[src/verilog/timer_regs.svh]
`ifndef TIMER_REGS_SVH
`define TIMER_REGS_SVH

// ========================================
// Register offsets (byte addresses)
`define REG_CTRL 8'h00
`define REG_CMD 8'h04
`define REG_START 8'h08
`define REG_PERIOD 8'h0c
`define REG_FIRST 8'h10
`define REG_TS 8'h14
`define REG_LOCAL_TS 8'h18
`define REG_NET_TS 8'h1c
`define REG_STATUS 8'h20

// ========================================
// Field positions
`define CTRL_SYNC_BIT 0
`define CTRL_EN_BIT 1
`define CMD_ZERO_BIT 0

// ========================================
// Reset values
`define CTRL_RST 2'h0
`define START_RST 32'h0000_0000
`define PERIOD_RST 32'h0000_0000

// ========================================
// Timing
`define CLK_MHZ 200
`define CLK_NS 5
`define LOCAL_TICK_US 1
`define LOCAL_TICK_CYC (`LOCAL_TICK_US * `CLK_MHZ)
`define NET_TICK_NS 8
`define DIV_STEPS 32

`endif

[src/verilog/timer_pkg.sv]
package timer_pkg;

    typedef enum logic [1:0] {
        S_IDLE = 2'b00,
        S_DIV = 2'b01,
        S_ARMED = 2'b10,
        S_RUN = 2'b11
    } sched_t;

    typedef struct packed {
        logic [7:0] cnt;
        logic [3:0] acc;
        logic loc;
        logic net;
    } tick_state_t;

    typedef struct packed {
        logic [31:0] ts;
    } ctr_state_t;

    typedef struct packed {
        logic sync;
        logic en;
        logic [31:0] start;
        logic [31:0] period;
        logic [31:0] first;
        logic [31:0] last;
        logic [31:0] rem;
        logic [31:0] dvd;
        logic [31:0] dstart;
        logic [31:0] dper;
        logic [5:0] dcnt;
        sched_t st;
        logic trig;
        logic [31:0] rdata;
    } main_state_t;

endpackage

[src/verilog/event_timer.sv]
// How it works
// RL1 - Local source: timestamp advances once every microsecond.
// RL2 - Network source: timestamp advances in 8 ns ticks.
// RL3 - Counter counts up always; zero command clears it when sync is off.
// RL4 - With sync on, zero command clears the local counter only.
// RL5 - First event at first period multiple after start time.
// RL6 - Further events every period ticks until generation stops.
// RL7 - Timestamp of the first event is stored and readable.
// RL8 - Software keeps start time clear of the next period boundary.
// RL9 - Zeroing before first event keeps the stored first event time.
// RL10 - Zeroing while running resumes at first multiple after the zero.
// RL11 - Period change applies one new period after the previous event.
// RL12 - Each event is a one cycle trigger pulse.
`timescale 1ns/1ps
`include "timer_regs.svh"
module event_timer
    import timer_pkg::*;
(
    // Clock and reset
    input wire logic clk,
    input wire logic nrst,
    // Register port
    input wire logic [7:0] addr,
    input wire logic [31:0] wdata,
    input wire logic wr,
    input wire logic rd,
    output logic [31:0] rdata,
    // Acquisition trigger
    output logic trigger
);

    main_state_t s;
    main_state_t n;

    logic local_tick;
    logic net_tick;
    logic [31:0] local_ts;
    logic [31:0] net_ts;
    logic [31:0] sel_ts;
    logic zero_cmd;
    logic net_zero;
    logic sched_zero;
    logic [31:0] next_due;
    logic fire;
    logic [32:0] trial;

    // ========================================
    // Time bases
    tick_gen u_ticks (
        .clk(clk),
        .nrst(nrst),
        .local_tick(local_tick),
        .net_tick(net_tick)
    );

    // RL3 zero command decoded from a write
    assign zero_cmd = wr && (addr == `REG_CMD) && wdata[`CMD_ZERO_BIT];
    // RL4 network count is untouched while sync mode is on
    assign net_zero = zero_cmd && !s.sync;

    // RL1 local count on the microsecond tick
    ts_counter u_local (
        .clk(clk),
        .nrst(nrst),
        .tick(local_tick),
        .zero(zero_cmd),
        .ts(local_ts)
    );

    // RL2 network count on the 8 ns tick
    ts_counter u_net (
        .clk(clk),
        .nrst(nrst),
        .tick(net_tick),
        .zero(net_zero),
        .ts(net_ts)
    );

    assign sel_ts = s.sync ? net_ts : local_ts;
    // Scheduler sees a zero only when the selected counter is actually cleared
    assign sched_zero = net_zero;

    // ========================================
    // Event comparison
    // RL11 next due time uses the live period, so a change acts on the next event
    assign next_due = s.last + s.period;
    // Greater-or-equal catches a due time passed during a late arm
    assign fire = ((s.st == S_ARMED) && (sel_ts >= s.first)) ||
        ((s.st == S_RUN) && (s.period != 32'h0) && (sel_ts >= next_due));

    // Restoring remainder step, one dividend bit per cycle
    assign trial = {s.rem, s.dvd[31]};

    // ========================================
    // Next state
    always_comb begin
        n = s;
        n.trig = 1'b0;
        n.rdata = 32'h0;

        // Register writes
        if (wr) begin
            if (addr == `REG_CTRL) begin
                n.sync = wdata[`CTRL_SYNC_BIT];
                n.en = wdata[`CTRL_EN_BIT];
            end
            if (addr == `REG_START) begin
                n.start = wdata;
            end
            if (addr == `REG_PERIOD) begin
                n.period = wdata;
            end
        end

        // Register reads, unmapped offsets answer zero
        if (rd) begin
            case (addr)
                `REG_CTRL: begin
                    n.rdata[`CTRL_SYNC_BIT] = s.sync;
                    n.rdata[`CTRL_EN_BIT] = s.en;
                end
                `REG_START: begin
                    n.rdata = s.start;
                end
                `REG_PERIOD: begin
                    n.rdata = s.period;
                end
                // RL7 first event time readable
                `REG_FIRST: begin
                    n.rdata = s.first;
                end
                `REG_TS: begin
                    n.rdata = sel_ts;
                end
                `REG_LOCAL_TS: begin
                    n.rdata = local_ts;
                end
                `REG_NET_TS: begin
                    n.rdata = net_ts;
                end
                `REG_STATUS: begin
                    n.rdata = {30'h0, s.st};
                end
                default: begin
                    n.rdata = 32'h0;
                end
            endcase
        end

        // Event scheduler
        unique case (s.st)
            S_IDLE: begin
                // A zero period would fire every tick, so it keeps the block idle
                // Start and period are copied for the divide; later starts need a new enable
                if (s.en && (s.period != 32'h0)) begin
                    n.st = S_DIV;
                    n.rem = 32'h0;
                    n.dvd = s.start;
                    n.dstart = s.start;
                    n.dper = s.period;
                    n.dcnt = 6'(`DIV_STEPS);
                end
            end
            S_DIV: begin
                if (s.dcnt != 6'h00) begin
                    if (trial >= {1'b0, s.dper}) begin
                        n.rem = 32'(trial - {1'b0, s.dper});
                    end else begin
                        n.rem = trial[31:0];
                    end
                    n.dvd = {s.dvd[30:0], 1'b0};
                    n.dcnt = s.dcnt - 6'h01;
                end else begin
                    // RL5 start rounded down to a multiple, plus one period
                    n.first = s.dstart - s.rem + s.dper;
                    n.st = S_ARMED;
                end
            end
            S_ARMED: begin
                // RL9 a zero here leaves the first event time alone
                if (fire) begin
                    n.trig = 1'b1;
                    // RL7 record the time the first event really left
                    n.first = sel_ts;
                    n.last = sel_ts;
                    n.st = S_RUN;
                end
            end
            S_RUN: begin
                // A due time that wraps past the top of the count fires at once
                // RL6 one event per period
                if (fire) begin
                    n.trig = 1'b1;
                    n.last = sel_ts;
                end
                // RL10 rebase on zero so events fall on multiples from zero
                if (sched_zero) begin
                    n.last = 32'h0;
                end
            end
        endcase

        // RL6 clearing the enable stops generation
        if (!s.en) begin
            n.st = S_IDLE;
        end
    end

    // ========================================
    // State register
    always_ff @(posedge clk) begin
        if (!nrst) begin
            s <= '0;
            s.sync <= 1'(`CTRL_RST >> `CTRL_SYNC_BIT);
            s.en <= 1'(`CTRL_RST >> `CTRL_EN_BIT);
            s.start <= `START_RST;
            s.period <= `PERIOD_RST;
        end else begin
            s <= n;
        end
    end

    assign rdata = s.rdata;
    // RL12 trigger straight from the pulse flop
    assign trigger = s.trig;
endmodule // event_timer

[src/verilog/tick_gen.sv]
`timescale 1ns/1ps
`include "timer_regs.svh"
module tick_gen
    import timer_pkg::*;
(
    // Clock and reset
    input wire logic clk,
    input wire logic nrst,
    // Tick enables
    output logic local_tick,
    output logic net_tick
);

    tick_state_t s;
    tick_state_t n;
    logic [4:0] sum;

    localparam logic [7:0] LOC_LAST = 8'(`LOCAL_TICK_CYC - 1);

    // ========================================
    // Tick generation
    always_comb begin
        n = s;
        sum = 5'(s.acc) + 5'(`CLK_NS);
        // RL1 microsecond divider
        n.loc = (s.cnt == LOC_LAST);
        n.cnt = (s.cnt == LOC_LAST) ? 8'h00 : s.cnt + 8'h01;
        // RL2 fractional 8 ns ticks, exact on average since 8 ns is not whole cycles
        if (sum >= 5'(`NET_TICK_NS)) begin
            n.acc = 4'(sum - 5'(`NET_TICK_NS));
            n.net = 1'b1;
        end else begin
            n.acc = 4'(sum);
            n.net = 1'b0;
        end
    end

    always_ff @(posedge clk) begin
        if (!nrst) begin
            s <= '0;
        end else begin
            s <= n;
        end
    end

    assign local_tick = s.loc;
    assign net_tick = s.net;

    // ========================================
    // Checks
    logic [7:0] gap;
    logic seen;

    always_ff @(posedge clk) begin
        if (!nrst) begin
            gap <= 8'h00;
            seen <= 1'b0;
        end else if (s.loc) begin
            gap <= 8'h00;
            seen <= 1'b1;
        end else begin
            gap <= gap + 8'h01;
        end
    end
endmodule // tick_gen

[src/verilog/ts_counter.sv]
`timescale 1ns/1ps
module ts_counter
    import timer_pkg::*;
(
    // Clock and reset
    input wire logic clk,
    input wire logic nrst,
    // Control
    input wire logic tick,
    input wire logic zero,
    // Count
    output logic [31:0] ts
);

    ctr_state_t s;
    ctr_state_t n;

    // ========================================
    // Counter
    always_comb begin
        n = s;
        // RL3 free running, zero wins over a tick
        if (zero) begin
            n.ts = 32'h0;
        end else if (tick) begin
            n.ts = s.ts + 32'h1;
        end
    end

    always_ff @(posedge clk) begin
        if (!nrst) begin
            s <= '0;
        end else begin
            s <= n;
        end
    end

    assign ts = s.ts;
endmodule // ts_counter
[config.mk]
export PLATFORM = sky130hd
export DESIGN_NAME = event_timer
export DESIGN_NICKNAME = d
export VERILOG_FILES = /design/src/verilog/timer_pkg.sv /design/src/verilog/event_timer.sv /design/src/verilog/tick_gen.sv /design/src/verilog/ts_counter.sv
export VERILOG_INCLUDE_DIRS = /design/src /design/src/verilog
export SDC_FILE = /design/constraint.sdc
export NUM_CORES = 1
export LEC_CHECK = 0
export BUFFER_PORTS_ARGS = -buffer_cell sky130_fd_sc_hd__buf_2
export CAP_MARGIN = 30
export CORE_MARGIN = 10
export CORE_UTILIZATION = 40
export CTS_CLUSTER_SIZE = 16
export DETAILED_ROUTE_END_ITERATION = 10
export SLEW_MARGIN = 20
export SYNTH_ARGS = -nofsm -noshare
export SYNTH_HDL_FRONTEND = slang
export SYNTH_SLANG_ARGS = --single-unit
[constraint.sdc]
create_clock -name clk -period 5.6 [get_ports clk]
set_clock_uncertainty 0.2 [all_clocks]
set_input_delay 0.56 -clock clk [delete_from_list [all_inputs] [get_ports clk]]
set_output_delay 0.56 -clock clk [all_outputs]
set_load 0.02 [all_outputs]
==> results summary <==
Of the total synthesized cell area, the portion taken by full adders, half adders and majority gates is 0.117. Hold is met by 37.4 ps. The cell area after synthesis came out at 23900 um^2. For this configuration, the core starts out at a cell density of 0.404. The endpoint arrival time on the critical path came out at 5560 ps. The placed wire-length estimate after detailed placement is 58.6 mm. The worst setup path is captured at a register. In this run the clock root is driven by a clkbuf_16. After synthesis, the share of cell area in mux cells is 0.0232. The clock input transition at the sequential cells of the worst setup and hold paths is 60 ps. During placement, the flow inserted port buffers numbering 76. VDD sags by at most 0.000164 V. Of the total synthesized cell area, the portion taken by XOR and XNOR cells is 0.0532. At the later pin of the worst-skew pair, clock insertion delay measures 590 ps.

The footprint of the flip-flops and latches is 7550 um^2. The total routed wirelength is 77.5 mm. For this run, the number of standard cells in the final layout without fillers is 3801. In the routed layout, each cell is associated on average with a via count of 5.68. In this run, the number of DRC markers left after iteration 0 of detailed routing was 1793. Sorting the synthesized cells by how often they occur yields 485 x nand2_1, 377 x dfxtp_1, 227 x a21oi_1. The area of the core is 59000 um^2.

The leakage component of the power came out at 0.0107 uW. The number of ports placed on the die boundary came out at 77. The share of flip-flops with an asynchronous set or reset after synthesis came out at 0.

The post-synthesis cell type with the largest combined area is dfxtp_1. The number of enable-type register cells in the synthesized netlist came out at 0. The floorplan step set the die height to 264 um.

Synthesis produced 3013 cells. The count of standard-cell rows came out at 89. The global-route total usage across every layer came out at 0.212. The first global-routing pass estimated 119 mm of wire. After detailed routing, the number of remaining DRC violations is 0. Counting the buffers created by CTS gives 45. The full die area is 69800 um^2.

The clock tree synthesis step divided the H-tree into 2 levels. The layout net count is 3242. The clock period minus worst slack is 5290 ps. Sorting the synthesized cells by area gives the leading types as dfxtp_1 32%, ha_1 8.9%, nand2_1 7.6%.

The TritonCTS clock tree is built. The area fraction in compound gates after synthesis is 0.219. The final-report hold violation count is 0. The width of the chip came out at 264 um. The number of buffers inserted by hold repair at cts came out at 0. The number of optimization iterations in the first detailed-route pass is 6. The final number of setup-violating endpoints is 0. The number of synthesized register bits is 377.

The power density of the placed cells is 222 nW/um^2. The number of antenna diodes in the final layout is 0. The footprint of the multi-input gates is 14600 um^2. In this run the remaining antenna-violating nets after routing total 0. The number of warning messages in the yosys log is 0.

The area growth from synthesis to final layout came out at 10.5%. The launching element type of the critical path is a register. The portion of the post-synthesis area used by sequential elements came out at 0.316. The start-to-end type of the worst setup path is reg2reg. The final critical-path setup slack came out at 305 ps. The filler cells instantiated in the layout total 5893. Including well taps, the total number of placed cells is 3717. The number of maximum-capacitance violations came out at 0. The total count of max-transition violations in the final report came out at 0. The total chip power came out at 5860 uW. The final route contains 21.6k vias. The predominant post-synthesis flop cell is dfxtp_1. A synthesized cell averages 7.92 um^2. The highest clock frequency the design can meet came out at 0.189 GHz. Along the worst path, the maximum fanout reaches 15. Of the total synthesized cell area, the portion taken by AND, OR, NAND and NOR gates is 0.197. The largest buffer count on any clock path came out at 3.

In the final routed layout, each cell accounts on average for 20.4 um. The tightest min-delay check is of the in2reg type. The final weighted congestion in routability-driven placement came out at 0.952. The share of layout cells above drive strength 1 is 0.0799.

The number of global-route vias before repair came to 20.7k. The period utilization came out at 0.945. The area share of the largest cell type after synthesis is 0.316.

The flow ran to the end, and the final reports show no timing, DRC or antenna violations. The post-synthesis cell type count came out at 81. The worst slew slack as a fraction of its limit is 0.318. Prior to clock tree synthesis, the placed netlist has a worst setup slack of 227 ps. The worst endpoint required time is 5870 ps.

The largest net degree at the start of global routing came out at 92. The initial antenna violation count came out at 3. The sum of overflow across all layers after global routing is 0. The clock net in this run drives a total of 377 sinks. After synthesis, the largest family of logic cells by area is compound AO/OA/AOI/OAI gates.

The slew at the pin closest to its max-slew limit came out at 1020 ps. The net count of the mapped netlist is 3260. The most frequent cell after synthesis is nand2_1.
[critical path, cell delays in order, from the launching register on]
cell and delay [ps]:
dfxtp_1 310, ha_1 340, and3_1 280, a221o_1 350
a2111oi_2 370, o21ai_1 220, a21oi_2 220, o21ai_0 140
nor3_1 250, o21ai_0 130, a21oi_1 180, xnor2_1 90
ha_1 300, nand4_1 130, nor3_2 200, nand3_1 110
nor3_1 140, a21oi_1 140, o221ai_2 240, a21boi_4 330
clkbuf_16 240, o211ai_1 90, o211a_1 150
[cells by family (layout without fill, tap and decap cells)]
logic type      count (synthesis)  count (layout)
compound gates                785             785
xor+xnor                      145             145
fa+ha+maj                     203             203
buf+inv                       419             434
flops                         377             377
mux                            55              55
simple gates                 1029            1029
[repair_timing]
action / in CTS / in global routing
gates resized for setup: 0 / 8
endpoints found under the setup margin: 0 / 65
buffers inserted: 0 / 2
[layout make-up]
cell class	count	share of cell area
tap	773	0.0367
multi-input combinational	2217	0.554
timing repair buffer	131	0.0337
clock buffer	60	0.0476
clock inverter	20	0.00954
sequential	377	0.286
inverter	223	0.0318
[worst paths after layout]
kind	cells past startpoint	slack, ps	to	start
max	22	310	s[214]	s[180]
min	3	40	s[262]	wdata[29]
max reg2reg	22	310	s[214]	s[180]
min reg2reg	1	260	u_ticks.s[6]	u_ticks.s[6]
[per-layer routing]
layer  share of wire  vias up  global-route usage
li1                -    10400                   -
met1            0.46    10300               0.293
met2            0.43      697               0.323
met3           0.076      128              0.0430
met4           0.031        2              0.0689
met5         0.00022        -                   0
[metrics by stage]
step           TNS (ps)  cell area [um^2]   util
3_5_place_dp          0             24800  0.419
3_3_place_gp          0             24700  0.419
4_1_cts               0             26300  0.445
2_1_floorplan         0             23900      -
5_1_grt           -7.87             26400  0.447
6_report              0             26400  0.447
[where the power goes]
part / internal, uW / total [uW] / leakage, uW / switching, uW
clock network: 1810 / 3030 / 0.000736 / 1220
logic: 38.9 / 130 / 0.00696 / 90.8
registers: 2690 / 2700 / 0.00304 / 8.94
total: 4530 / 5860 / 0.0107 / 1320
[registers in the layout, indices dropped and copies added (netlist names)]
name,count
rdata,32
s,266
trigger,1
u_local.ts,32
u_net.ts,32
u_ticks.local_tick,1
u_ticks.net_tick,1
u_ticks.s,12
[placed cells by master (no fill, tap or decap), types with 30 or more instances in the layout]
| cell type | netlist | final |
|---|---|---|
| xnor2_1 | 60 | 60 |
| fa_1 | 33 | 33 |
| a21boi_0 | 96 | 96 |
| and3_1 | 35 | 35 |
| dfxtp_1 | 377 | 376 |
| nand2b_1 | 30 | 30 |
| buf_4 | 33 | 49 |
| nand3_1 | 92 | 92 |
| nand4_1 | 36 | 36 |
| nor3b_1 | 34 | 34 |
| a21o_1 | 61 | 61 |
| inv_1 | 222 | 222 |
| mux2i_1 | 53 | 53 |
| ha_1 | 170 | 169 |
| a221oi_1 | 66 | 66 |
| o21ai_0 | 129 | 128 |
| buf_2 | 7 | 75 |
| a21oi_1 | 227 | 225 |
| clkbuf_16 | 0 | 48 |
| nor2_1 | 198 | 194 |
| xor2_1 | 85 | 85 |
| o31ai_1 | 36 | 36 |
| nand2_1 | 485 | 484 |
No activity file was read; power rests on OpenSTA's default activity.
